--- config.mk ---
export PLATFORM = sky130hd
export DESIGN_NAME = main_clock_ctrl_rtc
export DESIGN_NICKNAME = d
export VERILOG_FILES = /design/src/shared/clock_ctrl_pkg.sv /design/src/design/period_divider.sv /design/src/design/main_clock_ctrl_rtc.sv
export VERILOG_INCLUDE_DIRS = /design/src /design/src/shared
export SDC_FILE = /design/constraint.sdc
export NUM_CORES = 1
export LEC_CHECK = 0
export BUFFER_PORTS_ARGS = -buffer_cell sky130_fd_sc_hd__buf_4
export CAP_MARGIN = 20
export CELL_PAD_IN_SITES_DETAIL_PLACEMENT = 1
export CELL_PAD_IN_SITES_GLOBAL_PLACEMENT = 2
export CORE_ASPECT_RATIO = 1.5
export CORE_MARGIN = 1
export CORE_UTILIZATION = 38
export CTS_CLUSTER_SIZE = 28
export DETAILED_ROUTE_END_ITERATION = 8
export PLACE_DENSITY_LB_ADDON = 0.1
export SLEW_MARGIN = 20
export SYNTH_ARGS = -nofsm -noshare
export SYNTH_HDL_FRONTEND = slang
export SYNTH_SLANG_ARGS = --single-unit
--- constraint.sdc ---
create_clock -name core_clk_in -period 6.7 [get_ports core_clk_in]
set_input_delay 0.67 -clock core_clk_in [delete_from_list [all_inputs] [get_ports core_clk_in]]
set_output_delay 0.67 -clock core_clk_in [all_outputs]
set_load 0.1 [all_outputs]
--- src/shared/clock_ctrl_consts.svh ---
`ifndef CLOCK_CTRL_CONSTS_SVH
`define CLOCK_CTRL_CONSTS_SVH

// ----------------------------------------------------------------
// register offsets
// ----------------------------------------------------------------
`define ADDR_CTRL_STATUS 8'h2e
`define ADDR_IRQ_STATUS  8'h31
`define ADDR_IRQ_CLEAR   8'h32
`define ADDR_IRQ_ENABLE  8'h33

// ----------------------------------------------------------------
// reset values
// ----------------------------------------------------------------
`define CTRL_RESET       8'h00
`define IRQ_RESET        2'h0

// ----------------------------------------------------------------
// interrupt status bit positions
// ----------------------------------------------------------------
`define IRQ_BIT_PERIOD   0
`define IRQ_BIT_WAKE     1

// ----------------------------------------------------------------
// divide ratios
// ----------------------------------------------------------------
`define TB_DIV_0         18'h03e80
`define TB_DIV_1         18'h07d00
`define TB_DIV_2         18'h13880
`define TB_DIV_3         18'h30d40
`define CPU_DIV_0        5'h02
`define CPU_DIV_1        5'h04
`define CPU_DIV_2        5'h08
`define CPU_DIV_3        5'h10

`endif

--- src/shared/clock_ctrl_pkg.sv ---
package clock_ctrl_pkg;

  // bit 7 down to bit 0 of the control/status register
  typedef struct packed {
    logic       clock_out_enable;
    logic [1:0] slow_divider_sel;
    logic       slow_mode_select;
    logic [1:0] timebase_sel;
    logic       osc_irq_enable;
    logic       timebase_flag;
  } ctrl_fields_t;

  typedef struct packed {
    logic [7:0] addr;
    logic [7:0] wdata;
    logic       wr;
    logic       rd;
  } reg_req_t;

  typedef enum logic [2:0] {
    MODE_RUN,
    MODE_WAIT,
    MODE_ACTIVE_HALT,
    MODE_HALT,
    MODE_AUTO_WAKE_HALT
  } power_mode_t;

endpackage

--- src/design/period_divider.sv ---
`timescale 1ns/1ps
`default_nettype none

module period_divider #(
  parameter int W = 18
) (
  input  wire logic         clk_in,
  input  wire logic         rst_in,
  input  wire logic         run_in,
  input  wire logic [W-1:0] limit_in,
  output logic              wrap_out,
  output logic [W-1:0]      count_out
);

  localparam logic [W-1:0] ONE  = {{(W-1){1'b0}}, 1'b1};
  localparam logic [W-1:0] ZERO = {W{1'b0}};

  logic [W-1:0] count_reg;
  logic [W-1:0] count_next;
  wire          at_last;

  assign at_last    = (count_reg >= (limit_in - ONE));
  assign wrap_out   = run_in & at_last;
  assign count_next = !run_in ? count_reg :
                      at_last ? ZERO : count_reg + ONE;
  assign count_out  = count_reg;

  // frozen, not cleared, while run is low
  always_ff @(posedge clk_in or posedge rst_in)
  begin
    if (rst_in)
      count_reg <= ZERO;
    else
      count_reg <= count_next;
  end

endmodule // period_divider

`default_nettype wire

--- src/design/main_clock_ctrl_rtc.sv ---
// Contract
// - prescaler, clock out, time base run concurrently
// - slow mode divides cpu clock 2/4/8/16
// - bit 7 puts oscillator clock on pin
// - time base divides by 16000/32000/80000/200000
// - new time base applies at period end
// - period end sets flag; read clears it
// - interrupt request when flag and enable set
// - enable set makes halt become active halt
// - wait keeps running; time base wakes it
// - active halt counts, registers frozen, wakes
// - halt freezes counter and registers
// - time base never wakes full halts
// - control register resets to zero
`timescale 1ns/1ps
`default_nettype none
`include "clock_ctrl_consts.svh"

module main_clock_ctrl_rtc
  import clock_ctrl_pkg::*;
#(
  parameter logic [17:0] TB_DIV_0 = `TB_DIV_0,
  parameter logic [17:0] TB_DIV_1 = `TB_DIV_1,
  parameter logic [17:0] TB_DIV_2 = `TB_DIV_2,
  parameter logic [17:0] TB_DIV_3 = `TB_DIV_3
) (
  input  wire logic                     core_clk_in,
  input  wire logic                     sys_rst_in,
  input  wire clock_ctrl_pkg::reg_req_t bus_in,
  input  wire logic                     halt_req_in,
  input  wire logic                     auto_wake_halt_in,
  input  wire logic                     wait_req_in,
  input  wire logic                     wait_wake_in,
  input  wire logic                     halt_wake_in,
  output logic [7:0]                    rd_data_out,
  output logic                          cpu_clk_en_out,
  output logic                          clk_out_sel_out,
  output logic                          rtc_irq_req_out,
  output logic                          irq_out,
  output clock_ctrl_pkg::power_mode_t   power_mode_out
);

  import clock_ctrl_pkg::*;

  // ----------------------------------------------------------------
  // state
  // ----------------------------------------------------------------
  ctrl_fields_t ctrl_reg;
  ctrl_fields_t ctrl_next;
  power_mode_t  mode_reg;
  power_mode_t  mode_next;
  logic [1:0]   tb_active_reg;
  logic [1:0]   tb_active_next;
  logic [1:0]   irq_status_reg;
  logic [1:0]   irq_status_next;
  logic [1:0]   irq_enable_reg;
  logic [1:0]   irq_enable_next;
  logic [7:0]   rd_data_reg;
  logic [7:0]   rd_data_next;
  logic         cpu_en_reg;
  logic         cpu_en_next;
  logic         clk_out_reg;
  logic         rtc_req_reg;
  logic         irq_reg;

  // ----------------------------------------------------------------
  // decode
  // ----------------------------------------------------------------
  wire        hit_ctrl    = (bus_in.addr == `ADDR_CTRL_STATUS);
  wire        hit_status  = (bus_in.addr == `ADDR_IRQ_STATUS);
  wire        hit_clear   = (bus_in.addr == `ADDR_IRQ_CLEAR);
  wire        hit_enable  = (bus_in.addr == `ADDR_IRQ_ENABLE);
  wire        full_halt   = (mode_reg == MODE_HALT) ||
                            (mode_reg == MODE_AUTO_WAKE_HALT);
  wire        any_halt    = full_halt || (mode_reg == MODE_ACTIVE_HALT);
  // bus writes and flag-clearing reads only land while the core is awake
  wire        regs_live   = !any_halt;
  wire        wr_ctrl     = bus_in.wr && hit_ctrl && regs_live;
  wire        rd_ctrl     = bus_in.rd && hit_ctrl && regs_live;
  wire        wr_clear    = bus_in.wr && hit_clear && regs_live;
  wire        wr_enable   = bus_in.wr && hit_enable && regs_live;
  wire        rtc_req     = ctrl_reg.timebase_flag &&
                            ctrl_reg.osc_irq_enable;
  wire        tb_run      = !full_halt;
  wire        cpu_div_run = ctrl_reg.slow_mode_select && !any_halt;
  wire        period_end;
  wire        cpu_wrap;
  wire [17:0] tb_count;
  wire [17:0] tb_limit;
  wire [4:0]  cpu_limit;

  // ----------------------------------------------------------------
  // dividers, independent of each other
  // ----------------------------------------------------------------
  // the running period keeps its own ratio until it ends
  assign tb_limit = (tb_active_reg == 2'h0) ? TB_DIV_0 :
                    (tb_active_reg == 2'h1) ? TB_DIV_1 :
                    (tb_active_reg == 2'h2) ? TB_DIV_2 :
                                              TB_DIV_3;

  assign cpu_limit =
    (ctrl_reg.slow_divider_sel == 2'h0) ? `CPU_DIV_0 :
    (ctrl_reg.slow_divider_sel == 2'h1) ? `CPU_DIV_1 :
    (ctrl_reg.slow_divider_sel == 2'h2) ? `CPU_DIV_2 :
                                          `CPU_DIV_3;

  period_divider #(
    .W (18)
  ) timebase_div (
    .clk_in    (core_clk_in),
    .rst_in    (sys_rst_in),
    .run_in    (tb_run),
    .limit_in  (tb_limit),
    .wrap_out  (period_end),
    .count_out (tb_count)
  );

  period_divider #(
    .W (5)
  ) cpu_div (
    .clk_in    (core_clk_in),
    .rst_in    (sys_rst_in),
    .run_in    (cpu_div_run),
    .limit_in  (cpu_limit),
    .wrap_out  (cpu_wrap),
    .count_out ()
  );

  // ----------------------------------------------------------------
  // next values
  // ----------------------------------------------------------------
  assign tb_active_next = period_end ? ctrl_reg.timebase_sel
                                     : tb_active_reg;

  // cpu clock stops in every halt mode
  assign cpu_en_next = any_halt ? 1'b0 :
                       ctrl_reg.slow_mode_select ? cpu_wrap
                                                 : 1'b1;

  // set beats the read that would clear it
  wire        flag_next = period_end ||
    (ctrl_reg.timebase_flag && !rd_ctrl);
  // software owns bits 7:1; bit 0 is set by hardware only
  assign ctrl_next = {wr_ctrl ? bus_in.wdata[7:1] : ctrl_reg[7:1],
                      flag_next};

  wire        wake_evt = any_halt && (mode_next == MODE_RUN);
  wire [1:0]  irq_set  = {wake_evt, period_end};
  wire [1:0]  irq_clr  = wr_clear ? bus_in.wdata[1:0] : 2'h0;
  assign irq_status_next = irq_set | (irq_status_reg & ~irq_clr);
  assign irq_enable_next = wr_enable ? bus_in.wdata[1:0]
                                     : irq_enable_reg;

  assign rd_data_next =
    !bus_in.rd ? 8'h00 :
    hit_ctrl   ? ctrl_reg :
    hit_status ? {6'h00, irq_status_reg} :
    hit_enable ? {6'h00, irq_enable_reg} :
                 8'h00;

  // ----------------------------------------------------------------
  // power mode
  // ----------------------------------------------------------------
  always_comb
  begin
    mode_next = mode_reg;
    case (mode_reg)
      MODE_RUN:
      begin
        if (halt_req_in)
        begin
          if (ctrl_reg.osc_irq_enable)
            mode_next = MODE_ACTIVE_HALT;
          else if (auto_wake_halt_in)
            mode_next = MODE_AUTO_WAKE_HALT;
          else
            mode_next = MODE_HALT;
        end
        else if (wait_req_in)
          mode_next = MODE_WAIT;
      end
      MODE_WAIT:
      begin
        if (rtc_req || wait_wake_in)
          mode_next = MODE_RUN;
      end
      MODE_ACTIVE_HALT:
      begin
        if (rtc_req || halt_wake_in)
          mode_next = MODE_RUN;
      end
      MODE_HALT,
      MODE_AUTO_WAKE_HALT:
      begin
        // the time base request is ignored here
        if (halt_wake_in)
          mode_next = MODE_RUN;
      end
      default:
        mode_next = MODE_RUN;
    endcase
  end

  // ----------------------------------------------------------------
  // registers
  // ----------------------------------------------------------------
  always_ff @(posedge core_clk_in or posedge sys_rst_in)
  begin
    if (sys_rst_in)
    begin
      ctrl_reg       <= `CTRL_RESET;
      tb_active_reg  <= 2'h0;
      mode_reg       <= MODE_RUN;
      irq_status_reg <= `IRQ_RESET;
      irq_enable_reg <= `IRQ_RESET;
      rd_data_reg    <= 8'h00;
    end
    else
    begin
      ctrl_reg       <= ctrl_next;
      tb_active_reg  <= tb_active_next;
      mode_reg       <= mode_next;
      irq_status_reg <= irq_status_next;
      irq_enable_reg <= irq_enable_next;
      rd_data_reg    <= rd_data_next;
    end
  end

  // outputs follow the next values so they match the registers
  always_ff @(posedge core_clk_in or posedge sys_rst_in)
  begin
    if (sys_rst_in)
    begin
      cpu_en_reg  <= 1'b0;
      clk_out_reg <= 1'b0;
      rtc_req_reg <= 1'b0;
      irq_reg     <= 1'b0;
    end
    else
    begin
      cpu_en_reg  <= cpu_en_next;
      clk_out_reg <= ctrl_next.clock_out_enable;
      rtc_req_reg <= ctrl_next.timebase_flag &&
                     ctrl_next.osc_irq_enable;
      irq_reg     <= |(irq_status_next & irq_enable_next);
    end
  end

  assign rd_data_out     = rd_data_reg;
  assign cpu_clk_en_out  = cpu_en_reg;
  assign clk_out_sel_out = clk_out_reg;
  assign rtc_irq_req_out = rtc_req_reg;
  assign irq_out         = irq_reg;
  assign power_mode_out  = mode_reg;
endmodule // main_clock_ctrl_rtc

`default_nettype wire

# After elaboration in Yosys (flattened, before gate mapping)

Index checks and enable logic that the tools add are counted.

Register bits: 51
Input port bits: 25
Output and inout bits: 15
Logic and storage cells: 92

Add/sub/neg operators: 4
Order comparisons: 2
Equality and inequality tests: 12
Multiplexer cells: 25
Bitwise logic cells: 6
Reductions and logical operators: 27

Operators with widths:

| operator              | count |
|---|---|
| $mux 18               | 4 |
| $eq 8x6->1 const B    | 4 |
| $mux 3                | 7 |
| $mux 5                | 4 |
| $add 18x1->18 const B | 1 |
| $ge 18x18->1          | 1 |
| $sub 18x1->18 const B | 1 |
| $mux 8                | 2 |
| $logic_and 1x1->1     | 13 |
| $pmux 3 s4            | 1 |
| $mux 2                | 4 |
| $eq 3x2->1 const B    | 2 |
| $logic_not 3->1       | 2 |
| $add 5x1->5 const B   | 1 |
| $ge 5x5->1            | 1 |
| $logic_or 1x1->1      | 5 |
| $sub 5x1->5 const B   | 1 |
| $and 2x2->2           | 2 |
| $eq 2x1->1 const B    | 2 |
| $eq 2x2->1 const B    | 2 |
| $logic_not 2->1       | 2 |
| $reduce_or 2->1       | 2 |
| $eq 3x1->1 const B    | 1 |
| $eq 3x3->1 const B    | 1 |
| other kinds (5)       | 10 |

# Depth between registers and ports, before layout

Gate-level depths: netlist (run 1).

Word-level depth: 11
Gate-level depth with buffers: 9
Mapped depth without buffers: 8

# Cells and area by module

Synthesis (run 1) repeated with hierarchy kept, for this count alone.

Cells, all modules: 347
Area, all modules: 3357.0 um^2

By module, submodules not included:

| module                         | instances | cells an instance | area each (um^2) | seq. area each (um^2) |
|---|---|---|---|---|
| period_divider at timebase_div | 1         | 183               | 1596.5           | 450.4 |
| main_clock_ctrl_rtc            | 1         | 120               | 1312.5           | 700.7 |
| period_divider at cpu_div      | 1         | 44                | 447.9            | 125.1 |

# Worst setup path after synthesis (run 1)

No wires, ideal clock.

Path type: register -> register
Start: register mode_reg[2], in the netlist power_mode_out[2]
End: register timebase_div.count_reg[15], in the netlist timebase_div.count_out[15]
Setup time: 124 ps
Arrival time: 2345 ps
Required time: 6576 ps
Slack: 4231 ps
Stages on the path, launching flop included: 8
Path buffers: 2
Period minus slack after synthesis: 2469 ps
Cell sequence: dfrtp_1 buf_4 and3b_1 or3_1 buf_6 nor4_4 xnor2_1 nor2_2

Word-level cells in the longest chain between the ends: 2
Elaborated cells between the ends (all ways): 3
Classes of those cells: 2 x eq/ne; 1 x reduce/logical

RTL lines:

| what                                            | line                                                 | text |
|---|---|---|
| start, declared                                 | main_clock_ctrl_rtc.sv:50                            | `power_mode_t mode_reg;` |
| start signal, assigned                          | main_clock_ctrl_rtc.sv:222                           | `mode_reg <= mode_next;` |
| $eq 3x2->1 / $eq 3x3->1 (equally long branches) | main_clock_ctrl_rtc.sv:73, main_clock_ctrl_rtc.sv:74 |  |
| $logic_or 1x1->1 *                              | main_clock_ctrl_rtc.sv:73                            | `wire full_halt = (mode_reg == MODE_HALT) \|\|` |
| end signal, assigned                            | period_divider.sv:34                                 | `count_reg <= count_next;` |
| end, declared                                   | period_divider.sv:18                                 | `logic [W-1:0] count_reg;` |

Every way passes the cells marked *; elsewhere a longest branch is shown, timed or not.
A chain may end at the register's enable or synchronous reset.

# Final worst setup path (run 1)

Start: register tb_active_reg[0]
End: register tb_active_reg[0]

Word-level cells in the longest chain between the ends: 7
Elaborated cells between the ends (all ways): 9
Classes of those cells: 1 x add/sub; 1 x order compare; 2 x eq/ne; 3 x mux; 1 x bitwise; 1 x reduce/logical

RTL lines:

| what                   | line                       | text |
|---|---|---|
| start, declared        | main_clock_ctrl_rtc.sv:52  | `logic [1:0] tb_active_reg;` |
| start signal, assigned | main_clock_ctrl_rtc.sv:221 | `tb_active_reg <= tb_active_next;` |
| $eq 2x2->1             | main_clock_ctrl_rtc.sv:98  | `(tb_active_reg == 2'h2) ? TB_DIV_2 :` |
| $mux 18                | main_clock_ctrl_rtc.sv:98  |  |
| $mux 18                | main_clock_ctrl_rtc.sv:97  | `(tb_active_reg == 2'h1) ? TB_DIV_1 :` |
| $mux 18 *              | main_clock_ctrl_rtc.sv:96  | `assign tb_limit = (tb_active_reg == 2'h0) ? TB_DIV_0 :` |
| $sub 18x1->18 *        | period_divider.sv:22       | `assign at_last = (count_reg >= (limit_in - ONE));` |
| $ge 18x18->1 *         | period_divider.sv:22       |  |
| $and 1x1->1 *          | period_divider.sv:23       | `assign wrap_out = run_in & at_last;` |

Marked as above.

==> flow_metrics.tcl, run 1 <==
set metrics [dict create \
    drt_iter0_markers 79 \
    setup_repair_after_global_routing_missed_its_margin "no" \
    crit_type "reg -> reg" \
    max_slew.worst_pin.slew_ns 0.729 \
    post_cts_setup_repair_bufs 0 \
    finalClockSkew_ns 0.00840 \
    switching_power_mw 0.378 \
    worst-endpoint-arrival_ns 2.82 \
    synth.ff_latch_count 51 \
    mappedNetlistNets 329 \
    cts_buffers 5 \
    clock.fmax_mhz 382 \
    detail_route.first_pass.iterations 4 \
    detailed_place_hpwl_um 5070 \
    layout_worst_path_cycle_share 0.391 \
    worst_ep_required_time_ns 6.90 \
    timing.final.hold_violations 0 \
    end_kind "flop" \
    post-synth-top-count-cell "sky130_fd_sc_hd__dfrtp_1" \
    core.rowCount 37 \
    detailroute.via_count 2245 \
    most_frequent_cells_after_synthesis "sky130_fd_sc_hd__dfrtp_1 (51), sky130_fd_sc_hd__nand2_1 (31), sky130_fd_sc_hd__nor2_1 (24)" \
    average_instance_area_after_synthesis_um2 9.69 \
    max_cap_violations 0 \
    clock_sink_count 51 \
    detail_route.vias_per_cell 5.25 \
    post_cts_resize_count 0 \
    gr-total-overflow 0 \
    avgRoutedWirePerCell_um 15.7 \
    die_h_um 107 \
    period_minus_slack_ns 2.62 \
    synth_top_area_cell "sky130_fd_sc_hd__dfrtp_1" \
    synth_cell_type_count 47 \
    power_mw 0.908 \
    grt_pass1_wl_um 11700 \
    design.final.nets 371 \
    cts.path.max_buffers 2 \
    multi_input_logic_area_um2 1430 \
    n_antenna_cell 0 \
    portion_of_the_post_synthesis_area_used_by_sequential_elements 0.457 \
    max_slew_margin 0.509 \
    synth_top_area_share 0.457 \
    ys.warnings.count 0 \
    grt.total_usage 0.195 \
    final_util 0.468 \
    crit_path_start_kind "flop" \
    cts-root-buf "sky130_fd_sc_hd__clkbuf_8" \
    synthFlopType "sky130_fd_sc_hd__dfrtp_1" \
    clk_pin_slew_worst_setup_hold_paths_ns 0.11 \
    antenna_violating_nets_post_route 0 \
    report.final.slew_viol_count 0 \
    outcome "complete, no violations" \
    power_switching_share 0.416 \
    p_int_mw 0.530 \
    initial_core_util 0.399 \
    power.combinational.fraction 0.333 \
    netlist_area_um2 2790 \
    finalWirelength_um 6720 \
    ctsHtreeMaxLevel 2 \
    die_footprint_um2 7700 \
    die_width_um 72.0 \
    tritoncts "yes" \
    gp_congestion 0.807 \
    areaGrowthSynthToFinish_pct 17.3 \
    clockPowerShare 0.215 \
    final_layout_size_suffix_gt1_frac 0.205 \
    antenna_found_initial 0 \
    power.ir.vdd_worst_mv 0.153 \
    crit_path_max_fanout 17 \
    coreArea_um2 6990 \
    slack_of_the_critical_path_ns 4.08 \
    synthesis.instances 288 \
    timing.final.setup_violations 0 \
    synth_edf_count 0 \
    portbufs 39 \
    cellLeakagePower_nw 1.61 \
    power_density_nw_per_um2 277 \
    grt_pass1_vias 2385 \
    grt_start_max_net_pins 52 \
    post_route_drc_violation_count 0 \
    min-delay-path-class "in -> async" \
    post-place-ws_ns 4.06 \
    dpl-instance-area_um2 3180 \
    seqCellArea_um2 1280 \
    asyncSetResetFlopFracSynth 1.00 \
    fillCellCount 814 \
    final_design_area_no_fill_um2 3270 \
    largest_register_ffs 18 \
    yosys-top-cells-area "sky130_fd_sc_hd__dfrtp_1 (46%), sky130_fd_sc_hd__ha_1 (7.2%), sky130_fd_sc_hd__mux2_2 (4.4%), sky130_fd_sc_hd__nand2_1 (4.2%), sky130_fd_sc_hd__xnor2_1 (3.8%)" \
    insertion_delay_ns 0.31 \
    timing.setup.tns_ns 0 \
    cts-hold-fix-buffers 0 \
    floorplan.io_pins 40 \
    seq_power_share 0.452 \
]
[through the flow]
stage,hold slack (ns),instances
final,0.529,428
after global routing,0.547,428
after CTS,0.531,428
after detailed placement,0.517,420
after global placement,0.501,420
after floorplan,0.473,288
[cells by family after synthesis]
| family | count (synthesis) | share of synthesized area |
|---|---|---|
| AND/OR/NAND/NOR | 130 | 0.247 |
| flip-flops | 51 | 0.457 |
| AO/OA/AOI/OAI | 43 | 0.0941 |
| buffers and inverters | 20 | 0.0323 |
| adder cells (fa/ha/maj) | 16 | 0.0717 |
| multiplexers | 14 | 0.0551 |
| XOR/XNOR | 13 | 0.0408 |
| other | 1 | 0.00134 |
[path summary, 6_finish.rpt]
| check | depth (start not counted) | startpoint | slack [ns] | endpoint |
|---|---|---|---|---|
| setup / recovery | 7 | tb_active_reg[0] | 4.08 | tb_active_reg[0] |
| setup reg to reg | 7 | tb_active_reg[0] | 4.08 | tb_active_reg[0] |
| hold reg to reg | 1 | irq_enable_reg[1] | 0.53 | irq_enable_reg[1] |
| max in group asynchronous | 3 | sys_rst_in | 5.71 | power_mode_out[0] |
| min in group core_clk_in | 1 | irq_enable_reg[1] | 0.53 | irq_enable_reg[1] |
| hold / removal | 3 | sys_rst_in | 0.53 | ctrl_reg[5] |
[area by class of cell]
cell class / instances / share of cell area
inverters: 15 / 0.0172
multi-input cells: 217 / 0.435
clock buffers: 5 / 0.0210
well taps: 97 / 0.0371
repair buffers: 40 / 0.0917
flip-flops and latches: 51 / 0.390
clock inverters: 3 / 0.00802
[layer usage]
layer  vias to the layer above  share of wire  track usage
li1                       1098              -            -
met1                      1108           0.42        0.234
met2                        33           0.54        0.360
met3                         6          0.027       0.0282
met4                         0          0.012       0.0504
met5                         -              0            0
[power groups by stage]
stage	sequential (mW)	combinational [mW]	clock [mW]
finish	0.410	0.303	0.195
detailed placement	0.418	0.306	0
global route	0.419	0.339	0.213
global placement	0.416	0.303	0
CTS	0.412	0.308	0.203
floorplan	0.471	0.167	0
[critical path: stages (launching register included)]
cell and delay (ns):
sky130_fd_sc_hd__dfrtp_1 0.45, sky130_fd_sc_hd__or2_2 0.30, sky130_fd_sc_hd__ha_1 0.29, sky130_fd_sc_hd__nand2_1 0.07
sky130_fd_sc_hd__nor4_1 0.32, sky130_fd_sc_hd__o211ai_1 0.18, sky130_fd_sc_hd__nand2_1 0.50, sky130_fd_sc_hd__mux2_2 0.40
[cells in the final DEF (no fill, tap or decap), drive strengths merged, types with 2 or more instances in the layout]
cell type,synthesis,final
dfrtp,51,51
buf,5,40
nand2,32,32
nor2,26,26
inv,15,17
o21ai,16,16
nand3,16,16
ha,16,16
nor3,13,13
and3,13,13
xnor2,12,12
mux2,11,11
a21oi,10,10
nor4,7,7
clkbuf,0,5
a21o,4,4
or3,3,3
nand4,3,3
mux2i,3,3
and2,3,3
nor3b,3,3
and3b,2,2
o211ai,2,2
a31oi,2,2
or2,2,2
nand2b,2,2
(Power assumes the default switching activity.)
==> run 2: changes to the inputs <==
--- a/config.mk
+++ b/config.mk
@@ -12,7 +12,7 @@
 export CELL_PAD_IN_SITES_GLOBAL_PLACEMENT = 2
 export CORE_ASPECT_RATIO = 1.5
 export CORE_MARGIN = 1
-export CORE_UTILIZATION = 38
+export CORE_UTILIZATION = 32
 export CTS_CLUSTER_SIZE = 28
 export DETAILED_ROUTE_END_ITERATION = 8
 export PLACE_DENSITY_LB_ADDON = 0.1
==> constraint.sdc (replaced) <==
create_clock -name core_clk_in -period 2.15 [get_ports core_clk_in]
set_input_delay 0.215 -clock core_clk_in [delete_from_list [all_inputs] [get_ports core_clk_in]]
set_output_delay 0.215 -clock core_clk_in [all_outputs]
set_load 0.1 [all_outputs]
==> run 2 against run 1 <==
Compared with the run above: sequential share of layout area is 4.0 points lower; non-clock buffer count increased by 24; first-iteration DRC count increased by 7.6%; total power increased to 3.5 times the previous value; cell count rose by 7.9%; critical path type unchanged.
==> flow_metrics.tcl, run 2 (synthesis results as in run 1) <==
set metrics [dict create \
    outcome "complete, no violations" \
    clock_sink_count 51 \
    gp_congestion 0.736 \
    detail_route.first_pass.iterations 4 \
    detail_route.vias_per_cell 5.04 \
    crit_type "reg -> reg" \
    n_antenna_cell 0 \
    grt_start_max_net_pins 24 \
    r2r_setup_slack_ns 0.07 \
    end_kind "flop" \
    layout_worst_path_cycle_share 0.966 \
    portbufs 39 \
    worst_ep_required_time_ns 2.33 \
    areaGrowthSynthToFinish_pct 30.9 \
    leading_cell_type_in_the_layout_fill_and_taps_excluded "sky130_fd_sc_hd__buf_4" \
    antenna_violating_nets_post_route 0 \
    grt_pass1_wl_um 12400 \
    post_route_drc_violation_count 0 \
    power.ir.vdd_worst_mv 0.485 \
    avgRoutedWirePerCell_um 16.0 \
    finalWirelength_um 7380 \
    coreArea_um2 8410 \
    max_cap_violations 0 \
    cts.path.max_buffers 2 \
    detailed_place_hpwl_um 5700 \
    timing.setup.tns_ns 0 \
    tritoncts "yes" \
    antenna_found_initial 0 \
    power_density_nw_per_um2 874 \
    setup_repair_after_global_routing_missed_its_margin "yes" \
    cp_slowest_cell "sky130_fd_sc_hd__dfrtp_1" \
    ctsHtreeMaxLevel 2 \
    finalClockSkew_ns 0.00387 \
    worst-endpoint-arrival_ns 2.26 \
    floorplan.io_pins 40 \
    largest_register_ffs 18 \
    timing.final.setup_violations 0 \
    die_h_um 116 \
    gr-total-overflow 0 \
    cts-root-buf "sky130_fd_sc_hd__clkbuf_16" \
    final_design_area_no_fill_um2 3650 \
    timing.final.hold_violations 0 \
    min-delay-path-class "in -> reg" \
    core.rowCount 41 \
    crit_path_start_kind "flop" \
    grt.total_usage 0.178 \
    cells_along_the_critical_path "or2_4 -> ha_4 -> nand2_4 -> nor4_4 -> o211ai_1 -> nand2_2 -> mux2_4" \
    final_layout_size_suffix_gt1_frac 0.313 \
    design.final.nets 395 \
    cellLeakagePower_nw 1.77 \
    clk_pin_slew_worst_setup_hold_paths_ns 0.07 \
    report.final.slew_viol_count 0 \
    crit_path_max_fanout 6 \
    period_minus_slack_ns 2.08 \
    detailroute.via_count 2327 \
    drt_iter0_markers 85 \
    die_width_um 78.3 \
    dpl-instance-area_um2 3350 \
    clock.fmax_mhz 482 \
    cp_slowest_stage_delay_ns 0.42 \
    insertion_delay_ns 0.30 \
    most-common-layout-cells "sky130_fd_sc_hd__buf_4 (61), sky130_fd_sc_hd__dfrtp_1 (48), sky130_fd_sc_hd__nand2_1 (27)" \
    die_footprint_um2 9110 \
    grt_pass1_vias 2520 \
    initial_core_util 0.332 \
    cts_buffers 5 \
]
[run 2: stage by stage]
step,utilization,instances,power [mW],setup slack [ns],hold slack (ns)
finish,0.434,462,3.20,0.0735,0.148
global route,0.434,462,3.41,-0.0547,0.137
CTS,0.421,460,3.21,0.00640,0.139
detailed placement,0.399,451,2.34,-0.151,0.146
global placement,0.399,451,2.31,-0.0312,0.146
floorplan,-,288,2.00,0.0135,0.344
[run 2: final timing paths]
path / start / end / depth (start not counted)
worst max-delay path: tb_active_reg[1] / tb_active_reg[1] / 7
worst min-delay path: bus_in[8] / ctrl_reg[6] / 2
worst max register to register: tb_active_reg[1] / tb_active_reg[1] / 7
worst min register to register: timebase_div.count_out[1] / timebase_div.count_out[1] / 2
max in group asynchronous: sys_rst_in / power_mode_out[1] / 4
min in group asynchronous: sys_rst_in / clk_out_sel_out / 3
[run 2: layout make-up]
cell class | count | area [um2]
multi-input cells | 217 | 1540
flip-flops and latches | 51 | 1280
fillers | 1000 | 4760
clock buffers | 5 | 125
repair buffers | 64 | 490
well taps | 107 | 134
inverters | 15 | 58.8
clock inverters | 3 | 26.3
[run 2: repair_timing]
action | in CTS | in global routing
resized for setup | 7 | 22
endpoints found under the setup margin | 19 | 23
buffers inserted | 0 | 2
pin swaps | 4 | 6
hold buffers | 1 | 0
endpoints found under the hold margin | 8 | 0
[run 2: where the power goes]
part	switching, mW	internal [mW]	total, mW
Combinational	0.695	0.391	1.09
Clock	0.394	0.443	0.837
Sequential	0.172	1.10	1.27
Total	1.26	1.94	3.20
[run 2: routing by layer]
| layer | up-vias | track usage | wire, um | part of all wire |
|---|---|---|---|---|
| met1 | 1153 | 0.209 | 3140 | 0.43 |
| li1 | 1145 | - | - | - |
| met3 | 5 | 0.0289 | 135 | 0.018 |
| met4 | 0 | 0.0556 | 74 | 0.010 |
| met5 | - | 0 | 0 | 0 |
| met2 | 24 | 0.330 | 4030 | 0.55 |
[run 2: worst max-delay path: cells and delay by family, from the launching register on]
family          cells  cell delay (ns)
compound gates      1             0.16
simple gates        4             0.78
flops               1             0.42
mux                 1             0.31
fa+ha+maj           1             0.29
